### config.mk
export PLATFORM = sky130hd
export DESIGN_NAME = dual_async_serial_port
export DESIGN_NICKNAME = d
export VERILOG_FILES = /design/src/include/serial_pkg.sv /design/src/verilog/serial_tx.sv /design/src/verilog/serial_rx.sv /design/src/verilog/dual_async_serial_port.sv
export SDC_FILE = /design/constraint.sdc
export NUM_CORES = 1
export LEC_CHECK = 0
export ABC_AREA = 1
export BUFFER_PORTS_ARGS = -buffer_cell sky130_fd_sc_hd__buf_2
export CAP_MARGIN = 10
export CELL_PAD_IN_SITES_DETAIL_PLACEMENT = 0
export CELL_PAD_IN_SITES_GLOBAL_PLACEMENT = 1
export CORE_MARGIN = 2
export CORE_UTILIZATION = 45
export CTS_CLUSTER_SIZE = 14
export DETAILED_ROUTE_END_ITERATION = 8
export PLACE_DENSITY_LB_ADDON = 0.1
export RECOVER_POWER = 25
export SKIP_CTS_REPAIR_TIMING = 1
export SYNTH_ARGS = -nofsm -noshare
export SYNTH_HDL_FRONTEND = slang
export SYNTH_SLANG_ARGS = --single-unit
### constraint.sdc
create_clock -name clk -period 2.5 [get_ports clk]
set_clock_uncertainty 0.05 [all_clocks]
set_input_delay 0.25 -clock clk [delete_from_list [all_inputs] [get_ports clk]]
set_output_delay 0.25 -clock clk [all_outputs]
set_load 0.005 [all_outputs]
### src/include/serial_pkg.sv
package serial_pkg;

  // ----
  // Clocking and rates
  // ----
  localparam int          CLK_HZ   = 25_000_000;
  localparam int          MAX_BAUD = 2_000_000;
  localparam int          RST_BAUD = 115_200;
  localparam logic [15:0] MIN_DIV  = 16'(CLK_HZ / MAX_BAUD);
  localparam logic [15:0] RST_DIV  = 16'(CLK_HZ / RST_BAUD);
  localparam int          NCH      = 2;
  localparam int          NPIN     = 4;

  // ----
  // Register offsets within a channel
  // ----
  localparam logic [4:0] OFS_CTRL = 5'h00;
  localparam logic [4:0] OFS_DIV  = 5'h04;
  localparam logic [4:0] OFS_TXD  = 5'h08;
  localparam logic [4:0] OFS_RXD  = 5'h0c;
  localparam logic [4:0] OFS_STAT = 5'h10;
  localparam logic [4:0] OFS_MASK = 5'h14;
  localparam logic [4:0] OFS_MAP  = 5'h18;
  localparam int         CH_BIT   = 5;

  // ----
  // Control fields
  // ----
  localparam int         CTL_STOP2 = 4;
  localparam int         CTL_PEN   = 5;
  localparam int         CTL_PODD  = 6;
  localparam int         CTL_TXEN  = 7;
  localparam int         CTL_RXEN  = 8;
  localparam logic [8:0] RST_CTRL  = 9'h188;
  localparam logic [3:0] RST_MAP0  = 4'h4;
  localparam logic [3:0] RST_MAP1  = 4'he;

  // ----
  // Status bits
  // ----
  localparam int ST_TXDONE  = 0;
  localparam int ST_TXEMPTY = 1;
  localparam int ST_RXDONE  = 2;
  localparam int ST_FRAME   = 3;
  localparam int ST_PAR     = 4;
  localparam int ST_OVER    = 5;
  localparam int ST_FALSE   = 6;
  localparam int ST_W       = 7;

  // Data bit count held to 5..9
  function automatic logic [3:0] eff_bits(logic [3:0] n);
    if (n < 4'h5) begin
      return 4'h5;
    end
    return (n > 4'h9) ? 4'h9 : n;
  endfunction : eff_bits

  // Parity over the low n data bits
  function automatic logic par_bit(logic [8:0] d, logic [3:0] n,
                                   logic odd);
    logic p;
    p = odd;
    for (int i = 0; i < 9; i++) begin
      if (i < int'(n)) begin
        p = p ^ d[i];
      end
    end
    return p;
  endfunction : par_bit

endpackage : serial_pkg

### src/verilog/serial_tx.sv
`timescale 1ns/1ps
`default_nettype none
module serial_tx import serial_pkg::*; (
  // Clock and reset
  input  wire logic        clk,
  input  wire logic        rst_n,
  // Setup
  input  wire logic [15:0] div,
  input  wire logic [3:0]  nbits,
  input  wire logic        two_stop,
  input  wire logic        par_en,
  input  wire logic        par_odd,
  // Load
  input  wire logic        start,
  input  wire logic [8:0]  data,
  // Line and state
  output logic             txd,
  output logic             busy,
  output logic             done
);
  typedef enum logic [4:0] {
    T_IDLE  = 5'b00001,
    T_START = 5'b00010,
    T_DATA  = 5'b00100,
    T_PAR   = 5'b01000,
    T_STOP  = 5'b10000
  } tx_state_t;

  typedef struct packed {
    tx_state_t   st;
    logic [15:0] cnt;
    logic [3:0]  idx;
    logic [8:0]  sh;
    logic        p;
    logic        stop2;
    logic        done;
  } tx_t;

  tx_t  r;
  tx_t  n;
  logic tick;

  assign tick = (r.cnt == 16'h0000);

  always_comb begin
    n = r;
    n.done = 1'b0;
    n.cnt = tick ? div - 16'h0001 : r.cnt - 16'h0001;
    case (r.st)
      T_IDLE: begin
        n.cnt = div - 16'h0001;
        if (start) begin
          n.st = T_START;
          n.sh = data;
          n.idx = 4'h0;
          n.p = par_bit(data, eff_bits(nbits), par_odd);
          n.stop2 = two_stop;
        end
      end
      T_START: if (tick) n.st = T_DATA;
      T_DATA: if (tick) begin
        n.sh = r.sh >> 1;
        n.idx = r.idx + 4'h1;
        if (r.idx == eff_bits(nbits) - 4'h1) begin
          n.st = par_en ? T_PAR : T_STOP;
        end
      end
      T_PAR: if (tick) n.st = T_STOP;
      T_STOP: if (tick) begin
        if (r.stop2) begin
          n.stop2 = 1'b0;
        end else begin
          n.st = T_IDLE;
          n.done = 1'b1;
        end
      end
      default: n.st = T_IDLE;
    endcase
  end

  always_ff @(posedge clk) begin
    if (!rst_n) begin
      r <= '0;
      r.st <= T_IDLE;
    end else begin
      r <= n;
    end
  end

  always_comb begin
    case (r.st)
      T_START: txd = 1'b0;
      T_DATA:  txd = r.sh[0];
      T_PAR:   txd = r.p;
      default: txd = 1'b1;
    endcase
  end

  assign busy = (r.st != T_IDLE);
  assign done = r.done;
endmodule : serial_tx
`default_nettype wire

### src/verilog/serial_rx.sv
`timescale 1ns/1ps
`default_nettype none
module serial_rx import serial_pkg::*; (
  // Clock and reset
  input  wire logic        clk,
  input  wire logic        rst_n,
  // Setup
  input  wire logic [15:0] div,
  input  wire logic [3:0]  nbits,
  input  wire logic        par_en,
  input  wire logic        par_odd,
  input  wire logic        en,
  // Synchronised line
  input  wire logic        rxd,
  // Results
  output logic [8:0]       data,
  output logic             done,
  output logic             ferr,
  output logic             perr,
  output logic             fstart
);
  typedef enum logic [4:0] {
    R_IDLE  = 5'b00001,
    R_START = 5'b00010,
    R_DATA  = 5'b00100,
    R_PAR   = 5'b01000,
    R_STOP  = 5'b10000
  } rx_state_t;

  typedef struct packed {
    rx_state_t   st;
    logic [15:0] cnt;
    logic [3:0]  idx;
    logic [8:0]  sh;
    logic [2:0]  f;
    logic        lvl;
    logic        prev;
    logic        pb;
    logic        done;
    logic        ferr;
    logic        perr;
    logic        fs;
  } rx_t;

  rx_t  r;
  rx_t  n;
  logic tick;

  assign tick = (r.cnt == 16'h0000);

  always_comb begin
    n = r;
    n.done = 1'b0;
    n.ferr = 1'b0;
    n.perr = 1'b0;
    n.fs = 1'b0;
    n.f = {r.f[1:0], rxd};
    if (r.f == 3'b111) n.lvl = 1'b1;
    else if (r.f == 3'b000) n.lvl = 1'b0;
    n.prev = r.lvl;
    n.cnt = tick ? div - 16'h0001 : r.cnt - 16'h0001;
    case (r.st)
      R_IDLE: if (en && r.prev && !r.lvl) begin
        n.st = R_START;
        n.cnt = div >> 1;
        n.sh = 9'h000;
        n.idx = 4'h0;
      end
      R_START: if (tick) begin
        if (r.lvl) begin
          n.st = R_IDLE;
          n.fs = 1'b1;
        end else begin
          n.st = R_DATA;
        end
      end
      R_DATA: if (tick) begin
        n.sh[r.idx] = r.lvl;
        n.idx = r.idx + 4'h1;
        if (r.idx == eff_bits(nbits) - 4'h1) begin
          n.st = par_en ? R_PAR : R_STOP;
        end
      end
      R_PAR: if (tick) begin
        n.pb = r.lvl;
        n.st = R_STOP;
      end
      R_STOP: if (tick) begin
        n.st = R_IDLE;
        n.done = 1'b1;
        n.ferr = !r.lvl;
        n.perr = par_en &&
                 (r.pb != par_bit(r.sh, eff_bits(nbits), par_odd));
      end
      default: n.st = R_IDLE;
    endcase
  end

  always_ff @(posedge clk) begin
    if (!rst_n) begin
      r <= '0;
      r.st <= R_IDLE;
      r.f <= 3'h7;
      r.lvl <= 1'b1;
      r.prev <= 1'b1;
    end else begin
      r <= n;
    end
  end

  assign data = r.sh;
  assign done = r.done;
  assign ferr = r.ferr;
  assign perr = r.perr;
  assign fstart = r.fs;
endmodule : serial_rx
`default_nettype wire

### src/verilog/dual_async_serial_port.sv
`timescale 1ns/1ps
`default_nettype none
module dual_async_serial_port import serial_pkg::*; (
  // Clock and reset
  input  wire logic        clk,
  input  wire logic        rst_n,
  // Wishbone slave
  input  wire logic        wb_cyc_i,
  input  wire logic        wb_stb_i,
  input  wire logic        wb_we_i,
  input  wire logic [7:0]  wb_adr_i,
  input  wire logic [3:0]  wb_sel_i,
  input  wire logic [31:0] wb_dat_i,
  output logic      [31:0] wb_dat_o,
  output logic             wb_ack_o,
  // Device pins
  input  wire logic [3:0]  pin_in,
  output logic      [3:0]  pin_out,
  output logic      [3:0]  pin_oe,
  // Interrupt
  output logic             irq
);

  // ----
  // State
  // ----
  typedef struct packed {
    logic [NPIN-1:0]            sy1;
    logic [NPIN-1:0]            sy2;
    logic [NCH-1:0][8:0]        ctrl;
    logic [NCH-1:0][15:0]       div;
    logic [NCH-1:0][8:0]        hold;
    logic [NCH-1:0]             hfull;
    logic [NCH-1:0][8:0]        rbuf;
    logic [NCH-1:0]             rfull;
    logic [NCH-1:0][ST_W-1:0]   st;
    logic [NCH-1:0][ST_W-1:0]   mask;
    logic [NCH-1:0][3:0]        map;
    logic [NPIN-1:0]            pout;
    logic [NPIN-1:0]            poe;
    logic                       ack;
    logic [31:0]                dat;
    logic                       irq;
  } top_t;

  top_t                     r;
  top_t                     n;
  logic [NCH-1:0]           tx_go;
  logic [NCH-1:0]           tx_line;
  logic [NCH-1:0]           tx_busy;
  logic [NCH-1:0]           tx_done;
  logic [NCH-1:0]           rx_line;
  logic [NCH-1:0][8:0]      rx_data;
  logic [NCH-1:0]           rx_done;
  logic [NCH-1:0]           rx_ferr;
  logic [NCH-1:0]           rx_perr;
  logic [NCH-1:0]           rx_fs;
  logic [NCH-1:0]           rd_rx;
  logic [NCH-1:0][ST_W-1:0] clr;
  logic [NCH-1:0][ST_W-1:0] ev;
  logic                     req;
  logic                     ch;
  logic [4:0]               ofs;
  logic [31:0]              rd;
  logic [31:0]              w;
  logic [31:0]              wz;

  // Byte lane merge for writes
  function automatic logic [31:0] wmask(logic [31:0] old,
                                        logic [31:0] wd,
                                        logic [3:0]  sel);
    logic [31:0] v;
    v = old;
    for (int b = 0; b < 4; b++) begin
      if (sel[b]) begin
        v[b*8 +: 8] = wd[b*8 +: 8];
      end
    end
    return v;
  endfunction : wmask

  // ----
  // Channels
  // ----
  for (genvar c = 0; c < NCH; c++) begin : g_ch
    assign tx_go[c] = r.hfull[c] && !tx_busy[c] &&
                      r.ctrl[c][CTL_TXEN];
    assign rx_line[c] = r.sy2[r.map[c][3:2]];

    serial_tx u_tx (
      .clk      (clk),
      .rst_n    (rst_n),
      .div      (r.div[c]),
      .nbits    (r.ctrl[c][3:0]),
      .two_stop (r.ctrl[c][CTL_STOP2]),
      .par_en   (r.ctrl[c][CTL_PEN]),
      .par_odd  (r.ctrl[c][CTL_PODD]),
      .start    (tx_go[c]),
      .data     (r.hold[c]),
      .txd      (tx_line[c]),
      .busy     (tx_busy[c]),
      .done     (tx_done[c])
    );

    serial_rx u_rx (
      .clk     (clk),
      .rst_n   (rst_n),
      .div     (r.div[c]),
      .nbits   (r.ctrl[c][3:0]),
      .par_en  (r.ctrl[c][CTL_PEN]),
      .par_odd (r.ctrl[c][CTL_PODD]),
      .en      (r.ctrl[c][CTL_RXEN]),
      .rxd     (rx_line[c]),
      .data    (rx_data[c]),
      .done    (rx_done[c]),
      .ferr    (rx_ferr[c]),
      .perr    (rx_perr[c]),
      .fstart  (rx_fs[c])
    );
  end

  // ----
  // Register bus and events
  // ----
  always_comb begin
    n = r;
    n.sy1 = pin_in;
    n.sy2 = r.sy1;
    req = wb_cyc_i && wb_stb_i && !r.ack;
    n.ack = req;
    n.dat = 32'h0000_0000;
    ch = wb_adr_i[CH_BIT];
    ofs = {wb_adr_i[4:2], 2'b00};
    clr = '0;
    rd_rx = '0;
    rd = 32'h0000_0000;

    // Read decode
    if (wb_adr_i[7:6] != 2'b00) begin
      rd = 32'h0000_0000;
    end else if (ofs == OFS_CTRL) begin
      rd = {23'h000000, r.ctrl[ch]};
    end else if (ofs == OFS_DIV) begin
      rd = {16'h0000, r.div[ch]};
    end else if (ofs == OFS_RXD) begin
      rd = {23'h000000, r.rbuf[ch]};
    end else if (ofs == OFS_STAT) begin
      rd = {21'h000000, r.rfull[ch], r.hfull[ch], tx_busy[ch],
            1'b0, r.st[ch]};
    end else if (ofs == OFS_MASK) begin
      rd = {25'h0000000, r.mask[ch]};
    end else if (ofs == OFS_MAP) begin
      rd = {28'h0000000, r.map[ch]};
    end
    if (req && !wb_we_i) begin
      n.dat = rd;
    end
    w = wmask(rd, wb_dat_i, wb_sel_i);
    wz = wmask(32'h0000_0000, wb_dat_i, wb_sel_i);

    // Write and read side effects
    if (!req || wb_adr_i[7:6] != 2'b00) begin
      rd_rx = '0;
    end else if (ofs == OFS_CTRL) begin
      if (wb_we_i) n.ctrl[ch] = w[8:0];
    end else if (ofs == OFS_DIV) begin
      if (wb_we_i) begin
        n.div[ch] = (w[15:0] < MIN_DIV) ? MIN_DIV : w[15:0];
      end
    end else if (ofs == OFS_TXD) begin
      if (wb_we_i && !r.hfull[ch]) begin
        n.hold[ch] = w[8:0];
        n.hfull[ch] = 1'b1;
      end
    end else if (ofs == OFS_RXD) begin
      if (!wb_we_i) begin
        rd_rx[ch] = 1'b1;
        n.rfull[ch] = 1'b0;
      end
    end else if (ofs == OFS_STAT) begin
      if (wb_we_i) clr[ch] = wz[ST_W-1:0];
    end else if (ofs == OFS_MASK) begin
      if (wb_we_i) n.mask[ch] = w[ST_W-1:0];
    end else if (ofs == OFS_MAP) begin
      if (wb_we_i) n.map[ch] = w[3:0];
    end

    // Events; a set beats a clear in the same cycle
    for (int c = 0; c < NCH; c++) begin
      ev[c] = '0;
      ev[c][ST_TXDONE] = tx_done[c];
      ev[c][ST_TXEMPTY] = tx_go[c];
      ev[c][ST_RXDONE] = rx_done[c];
      ev[c][ST_FRAME] = rx_ferr[c];
      ev[c][ST_PAR] = rx_perr[c];
      ev[c][ST_OVER] = rx_done[c] && r.rfull[c] && !rd_rx[c];
      ev[c][ST_FALSE] = rx_fs[c];
      if (tx_go[c]) begin
        n.hfull[c] = 1'b0;
      end
      if (rx_done[c]) begin
        n.rbuf[c] = rx_data[c];
        n.rfull[c] = 1'b1;
      end
      n.st[c] = (r.st[c] & ~clr[c]) | ev[c];
    end

    // Pin mapping; channel 0 wins a shared pin
    n.pout = '1;
    n.poe = '0;
    for (int c = NCH - 1; c >= 0; c--) begin
      if (r.ctrl[c][CTL_TXEN]) begin
        n.pout[r.map[c][1:0]] = tx_line[c];
        n.poe[r.map[c][1:0]] = 1'b1;
      end
    end

    n.irq = |(n.st & n.mask);
  end

  always_ff @(posedge clk) begin
    if (!rst_n) begin
      r <= '0;
      r.sy1 <= '1;
      r.sy2 <= '1;
      r.ctrl <= {NCH{RST_CTRL}};
      r.div <= {NCH{RST_DIV}};
      r.map <= {RST_MAP1, RST_MAP0};
      r.pout <= '1;
    end else begin
      r <= n;
    end
  end

  // ----
  // Outputs
  // ----
  assign wb_dat_o = r.dat;
  assign wb_ack_o = r.ack;
  assign pin_out = r.pout;
  assign pin_oe = r.poe;
  assign irq = r.irq;
endmodule : dual_async_serial_port
`default_nettype wire

# Word-level counts from Yosys, hierarchy flattened
# Index checks and enable logic that the tools add are counted.
dict set report word_totals {
  register_bits 338
  input_bits 53
  out_inout_bits 42
  elab_cells 652
}
dict set report classes {
  n_addsub 14
  n_lt_le_gt_ge 53
  eq_ne 72
  muxes 305
  n_bitwise 59
  n_reduce_logical 85
}
# cell count
set op_table {}
lappend op_table {{16-bit 2-to-1 mux} 15}
lappend op_table {{1-bit 2-to-1 mux} 139}
lappend op_table {{22-bit 2-to-1 mux} 6}
lappend op_table {{5-bit 2-to-1 mux} 26}
lappend op_table {{4-bit 2-to-1 mux} 32}
lappend op_table {{14-bit 2-to-1 mux} 9}
lappend op_table {{13-bit case mux with 2 select lines} 4}
lappend op_table {{5-bit case mux with 5 select lines} 4}
lappend op_table {{16-bit by 1-bit subtractor with 16-bit output, second input constant} 6}
lappend op_table {{34-bit 2-to-1 mux} 2}
lappend op_table {{2-bit by 1-bit != test with 1-bit output, second input constant} 34}
lappend op_table {{16-bit zero test} 4}
lappend op_table {{3-bit by 4-bit less-than comparator with 1-bit output, first input constant} 16}
lappend op_table {{8-bit 2-to-1 mux} 7}
lappend op_table {{13-bit 2-to-1 mux} 4}
lappend op_table {{7-bit 2-to-1 mux} 7}
lappend op_table {{9-bit 2-to-1 mux} 5}
lappend op_table {{3-bit AND reduction} 13}
lappend op_table {{18-bit bitwise mux} 2}
lappend op_table {{1-bit bitwise XOR} 36}
lappend op_table {{32-bit bitwise mux} 1}
lappend op_table {{1-bit by 4-bit less-than comparator with 1-bit output, first input constant} 8}
lappend op_table {{2-bit by 4-bit less-than comparator with 1-bit output, first input constant} 8}
lappend op_table {{15-bit 2-to-1 mux} 2}
lappend op_table {{other kinds (65)} 198}

# Longest topological paths before layout
dict set report logic_depth {
  depth_word 46
  mapped_depth 17
  ltp_nobuf 16
}

# Hierarchy
# From an unflattened synthesis, not the netlist that was laid out.
dict set report hier_totals {
  cells_unflattened 2856
  hier_area_um2 18938.2
}
# mod n_inst cells_each area_each_um2
set modules_own_cells {}
lappend modules_own_cells {dual_async_serial_port 1 1100 7653.6}
lappend modules_own_cells {{serial_rx (g_ch[0].u_rx)} 1 476 2985.4}
lappend modules_own_cells {{serial_rx (g_ch[1].u_rx)} 1 445 2921.6}
lappend modules_own_cells {{serial_tx (g_ch[1].u_tx)} 1 423 2707.6}
lappend modules_own_cells {{serial_tx (g_ch[0].u_tx)} 1 412 2670.1}

# Worst setup path after synthesis
# OpenSTA, ideal clock, no wires.
dict set report synth_path {
  path_kind {register to register}
  start {reg r[153] (netlist bit)}
  end {reg g_ch[0].u_rx.r (netlist bit g_ch[0].u_rx.perr)}
  setup_ns 0.065
  arrival_ns 2.097
  t_required_ns 2.385
  setup_slack_ns 0.289
  path_stages_with_launch 13
  path_buffers 0
  period_less_slack_ns 2.211
  path_cell_list {dfxtp_1 -> inv_1 -> nand3_1 -> o22ai_2 -> inv_1 -> ha_1 -> or2_2 -> nand2_1 -> xor2_1 -> xor2_1 -> xnor2_1 -> nand2_1 -> nor2_1}
}
dict set report synth_via {
  elab_chain_len 45
  word_cells_on_any_way 55
  cone_classes {11 x order compare; 1 x eq/ne; 34 x mux; 8 x bitwise; 1 x reduce/logical}
}
# element line_no
set synth_lines {}
lappend synth_lines {{from (decl)} dual_async_serial_port.sv:46} ;# top_t r;
lappend synth_lines {{from (signal assigned)} dual_async_serial_port.sv:231} ;# r <= n;
lappend synth_lines {{4-bit by 3-bit less-than comparator with 1-bit output} serial_pkg.sv:52} ;# if (n < 4'h5) begin
lappend synth_lines {{1-bit 2-to-1 mux} serial_pkg.sv:52}
lappend synth_lines {{1-bit 2-to-1 mux} serial_rx.sv:88} ;# R_STOP: if (tick) begin
lappend synth_lines {{1-bit 2-to-1 mux} serial_rx.sv:62} ;# case (r.st)
lappend synth_lines {{4-bit 2-to-1 mux (*)} serial_pkg.sv:55} ;# return (n > 4'h9) ? 4'h9 : n;
lappend synth_lines {{4-bit 2-to-1 mux (*)} serial_rx.sv:88}
lappend synth_lines {{4-bit 2-to-1 mux (*)} serial_rx.sv:62}
lappend synth_lines {{1-bit by 4-bit less-than comparator with 1-bit output} serial_pkg.sv:64} ;# if (i < int'(n)) begin
lappend synth_lines {{(+29 left out)} -}
lappend synth_lines {{1-bit 2-to-1 mux} serial_rx.sv:88}
lappend synth_lines {{1-bit 2-to-1 mux} serial_rx.sv:62}
lappend synth_lines {{1-bit bitwise XOR} serial_pkg.sv:65} ;# p = p ^ d[i];
lappend synth_lines {{1-bit 2-to-1 mux (*)} serial_pkg.sv:64}
lappend synth_lines {{1-bit 2-to-1 mux (*)} serial_rx.sv:88}
lappend synth_lines {{1-bit 2-to-1 mux (*)} serial_rx.sv:62}
lappend synth_lines {{1-bit != test (*)} serial_rx.sv:93} ;# (r.pb != par_bit(r.sh, eff_bits(nbits), par_odd));
lappend synth_lines {{1-bit logical AND (*)} serial_rx.sv:92} ;# n.perr = par_en &&
lappend synth_lines {{to (signal assigned)} serial_rx.sv:107} ;# r <= n;
lappend synth_lines {{to (decl)} serial_rx.sv:45} ;# rx_t r;
# Every way passes the cells marked *; elsewhere a longest branch is shown, timed or not. The select of a mux whose other input is x is not followed.
# A chain may end at the register's enable or synchronous reset.

# Worst setup path in the final report
dict set report layout_path {
  start {reg g_ch[1].u_tx.r[35] (netlist bit)}
  end {reg r[137] (netlist name)}
}
dict set report layout_via {
  elab_chain_len 12
}
# element line_no
set layout_lines {}
lappend layout_lines {{from (decl)} serial_tx.sv:39} ;# tx_t r;
lappend layout_lines {{from (signal assigned)} serial_tx.sv:86} ;# r <= n;
lappend layout_lines {{5-bit by 1-bit != test with 1-bit output} serial_tx.sv:99} ;# assign busy = (r.st != T_IDLE);
lappend layout_lines {{1-bit 2-to-1 mux (implied by the code) (2 in series)} dual_async_serial_port.sv:148} ;# rd = {21'h000000, r.rfull[ch], r.hfull[ch], tx_busy[ch],
lappend layout_lines {{11-bit 2-to-1 mux} dual_async_serial_port.sv:147} ;# end else if (ofs == OFS_STAT) begin
lappend layout_lines {{11-bit 2-to-1 mux} dual_async_serial_port.sv:145} ;# end else if (ofs == OFS_RXD) begin
lappend layout_lines {{16-bit 2-to-1 mux} dual_async_serial_port.sv:143} ;# end else if (ofs == OFS_DIV) begin
lappend layout_lines {{16-bit 2-to-1 mux} dual_async_serial_port.sv:141} ;# end else if (ofs == OFS_CTRL) begin
lappend layout_lines {{16-bit 2-to-1 mux} dual_async_serial_port.sv:139} ;# if (wb_adr_i[7:6] != 2'b00) begin
lappend layout_lines {{8-bit 2-to-1 mux} dual_async_serial_port.sv:75} ;# if (sel[b]) begin
lappend layout_lines {{16-bit by 4-bit less-than comparator with 1-bit output} dual_async_serial_port.sv:168} ;# n.div[ch] = (w[15:0] < MIN_DIV) ? MIN_DIV : w[15:0];
lappend layout_lines {{16-bit 2-to-1 mux} dual_async_serial_port.sv:168}
lappend layout_lines {{32-bit bitwise mux} dual_async_serial_port.sv:168}
# No other way between the ends. The select of a mux whose other input is x is not followed.

==> results.py <==
metrics = {
    "worst_setup_path": {
        "cpMostUsedCell": "nand2_1",
        "cpMaxStageDelayCell": "dfxtp_1",
        "critPathKind": "register to register",
        "path_buf_inv": 0,
        "crit_family": "simple AND/OR/NAND/NOR gates",
        "required_ns": 2.96,
        "cp-start-kind": "register",
        "slowest_delay_ns": 0.35,
        "crit_fanout": 7,
        "worstPathCellList": "nor2_2 -> nand3_2 -> o211ai_1 -> nand2_1 -> nand2_1 -> o21ai_1 -> nor2_1 -> nand3_2 -> nand2_1 -> nand2_1 -> nand2_1",
        "worstPathArrival_ns": 2.80,
        "crit_path_end_kind": "register",
    },
    "power": {
        "max-vdd-ir-drop_mv": 0.496,
        "p_leak_nw": 8.81,
        "power.density_nw_per_um2": 883,
    },
    "timing": {
        "fin_crit_sh_pct": 93.8,
        "tightest_slew_ns": 0.989,
        "slew_headroom_pct": 34.1,
        "timing.fmax_ghz": 0.426,
        "finalHoldViolCount": 0,
        "fin_hold_ws_ns": 0.0264,
        "fin_ws_ns": 0.154,
        "slew_violations": 0,
        "setup_viol": 0,
        "min_period_ns": 2.35,
        "tns_ns": 0,
    },
    "floorplan": {
        "rows": 71,
        "die-area_sq_um": 39600,
        "die_y_microns": 199,
        "start_util_pct": 45.6,
        "coreArea_sq_um": 37600,
        "die_width_microns": 199,
        "io_pins": 95,
    },
    "synthesis": {
        "synth-main-ff-cell": "dfxtp_1",
        "netlist.area_leader.share_pct": 37.6,
        "yosysTopAreaCell": "dfxtp_1",
        "synthesis.area_sq_um": 17100,
        "yosys-top-cells-area": "dfxtp_1 (38%), nand2_1 (10%), inv_1 (7.5%)",
        "syn_avg_cell_area_sq_um": 6.88,
        "synth_seq_cells": 322,
        "synth_edf_count": 0,
        "synthArstFlopShare_pct": 0,
        "ys_warn_count": 0,
        "syn-instance-count": 2489,
        "synthDistinctLibCells": 58,
        "yosysSeqAreaShare_pct": 37.6,
    },
    "job": {
        "maxCapViolCount": 0,
    },
    "global_routing": {
        "grt_pass1_vias": 14972,
        "track_usage_pct": 27.2,
        "grt_max_degree": 74,
        "grt_first_pass_wirelength_mm": 82.8,
        "overflow": 0,
        "antenna_found_initial": 1,
    },
    "route": {
        "viasPerCell": 5.21,
        "wl_per_cell_microns": 17.2,
        "drc": 0,
        "dr.pass1.iters": 7,
        "wl_mm": 53.5,
        "drt_first_iter_violations": 1005,
        "route.vias.total": 16198,
        "ant_nets": 0,
    },
    "placed_design": {
        "place_inst": 3029,
        "hpwlAfterDp_mm": 40.1,
        "port_buffers": 58,
        "gp_congestion": 0.952,
        "place_ws_ns": -0.0649,
    },
    "clocking": {
        "cts_tree": "yes",
        "cts_max_level": 2,
        "cts_buffer_depth": 3,
        "root_buffer": "clkbuf_16",
        "clk_pin_slew_ns": 0.06,
        "cts_sinks": 322,
        "cts_buffers": 38,
        "insertion_delay_ns": 0.56,
    },
    "final_layout": {
        "stdcell_count": 3110,
        "drive_above_1_share_pct": 11.2,
        "fill_cells": 3879,
        "synthToLayoutAreaGrowth_pct": 14.2,
        "nNetsFinal": 2650,
    },
    "run_status": {
        "outcome": "completed",
    },
    "worst_hold_path": {
        "hold_class": "primary input to register",
    },
}
## layer usage
| layer | track usage, % | vias up | wire length, microns |
|---|---|---|---|
| li1 | - | 8161 | - |
| met2 | 43.0 | 378 | 23700 |
| met1 | 38.3 | 7584 | 25500 |
| met5 | 0 | - | 0 |
| met3 | 3.83 | 75 | 2910 |
| met4 | 8.62 | 0 | 1380 |
## synth_stat cells (20+ instances only)
| cell type | instances |
|---|---|
| nand2_1 | 476 |
| buf_2 | 20 |
| ha_1 | 25 |
| a21oi_1 | 210 |
| o211ai_1 | 32 |
| xor2_1 | 70 |
| or2_2 | 30 |
| nand4_1 | 25 |
| dfxtp_1 | 322 |
| o21ai_0 | 235 |
| inv_1 | 344 |
| xnor2_1 | 30 |
| nand3_1 | 118 |
| nor2_1 | 259 |
| buf_4 | 49 |
| nor3_1 | 34 |
| clkbuf_1 | 40 |
## layout by cell type, fill, tap and decap left out, types with 7 or more instances in the layout
cell,synthesis,routed
nand2_1,476,473
inv_1,344,341
dfxtp_1,322,320
nor2_1,259,259
o21ai_0,235,231
a21oi_1,210,210
nand3_1,118,116
buf_4,49,75
xor2_1,70,67
buf_2,20,43
clkbuf_16,0,41
nor3_1,34,34
o211ai_1,32,32
or2_2,30,30
xnor2_1,30,28
nand4_1,25,25
ha_1,25,24
clkbuf_1,40,24
a211oi_1,16,16
a31oi_1,16,16
conb_1,1,16
nor4_1,16,15
nor2_2,13,13
inv_2,9,11
o21ai_1,8,11
clkbuf_8,0,11
nand2_2,7,10
a221oi_1,7,7
## worst register-to-register path: stages, from the launching register on
cell and delay (ns):
dfxtp_1 0.35, nor2_2 0.16, nand3_2 0.30, o211ai_1 0.28
nand2_1 0.11, nand2_1 0.17, o21ai_1 0.13, nor2_1 0.28
nand3_2 0.21, nand2_1 0.15, nand2_1 0.06, nand2_1 0.06
## state kept, by name, summed over array words and instances (netlist names), 2 cells and up
name / cells
g_ch.u_rx.perr: 2
n: 4
pin_oe: 4
g_ch.u_rx.r: 56
g_ch.u_tx.r: 72
wb_dat_o: 16
g_ch.u_rx.ferr: 2
g_ch.u_rx.fstart: 2
g_ch.u_rx.done: 2
r: 130
g_ch.u_tx.done: 2
pin_out: 4
g_ch.u_rx.data: 18
g_ch.u_rx.n: 6
## cell type report
cell class	instances	area, sq um	area share (%)
multi-input cells	1705	8830	45.1
inverters	358	1350	6.91
repair buffers	147	980	5.01
well taps	511	639	3.27
clock buffers	57	1200	6.11
flip-flops and latches	322	6450	33.0
clock inverters	9	120	0.614
diodes	1	2.50	0.0128
## report_power, final
| group | leakage, nW | total (mW) | internal (mW) | switching, mW |
|---|---|---|---|---|
| logic | 5.54 | 5.27 | 1.86 | 3.41 |
| clock network | 0.656 | 5.86 | 3.60 | 2.26 |
| registers | 2.61 | 6.15 | 5.72 | 0.436 |
| total | 8.81 | 17.3 | 11.2 | 6.11 |
## final timing paths
kind,start,depth (start not counted),end,slack [ns]
setup / recovery,g_ch[1].u_tx.r[35],11,r[137],0.15
hold / removal,wb_dat_i[10],5,r[144],0.03
setup reg to reg,g_ch[1].u_tx.r[35],11,r[137],0.15
hold reg to reg,n[171],1,r[171],0.36
## logic make-up (layout without fill, tap and decap cells)
group,count (synthesis),count (layout),synth area share (%)
AOI/OAI and AO/OA,553,553,17.8
xor gates and xnor gates,100,100,5.11
and+or+nand+nor,1011,1011,25.9
buffers and inverters,477,571,11.7
DFF,322,322,37.6
other,1,17,0.0219
adders and majority gates,25,25,1.83
## through the flow
stage | utilization [%] | instance area [sq um] | power (mW)
4_1_cts | 51.6 | 19400 | 17.3
6_report | 52.1 | 19600 | 17.3
2_1_floorplan | - | 17200 | 10.1
3_3_place_gp | 48.1 | 18100 | 11.3
5_1_grt | 52.1 | 19600 | 18.4
3_5_place_dp | 48.1 | 18100 | 11.4
Power figures use the tool's default switching activity.
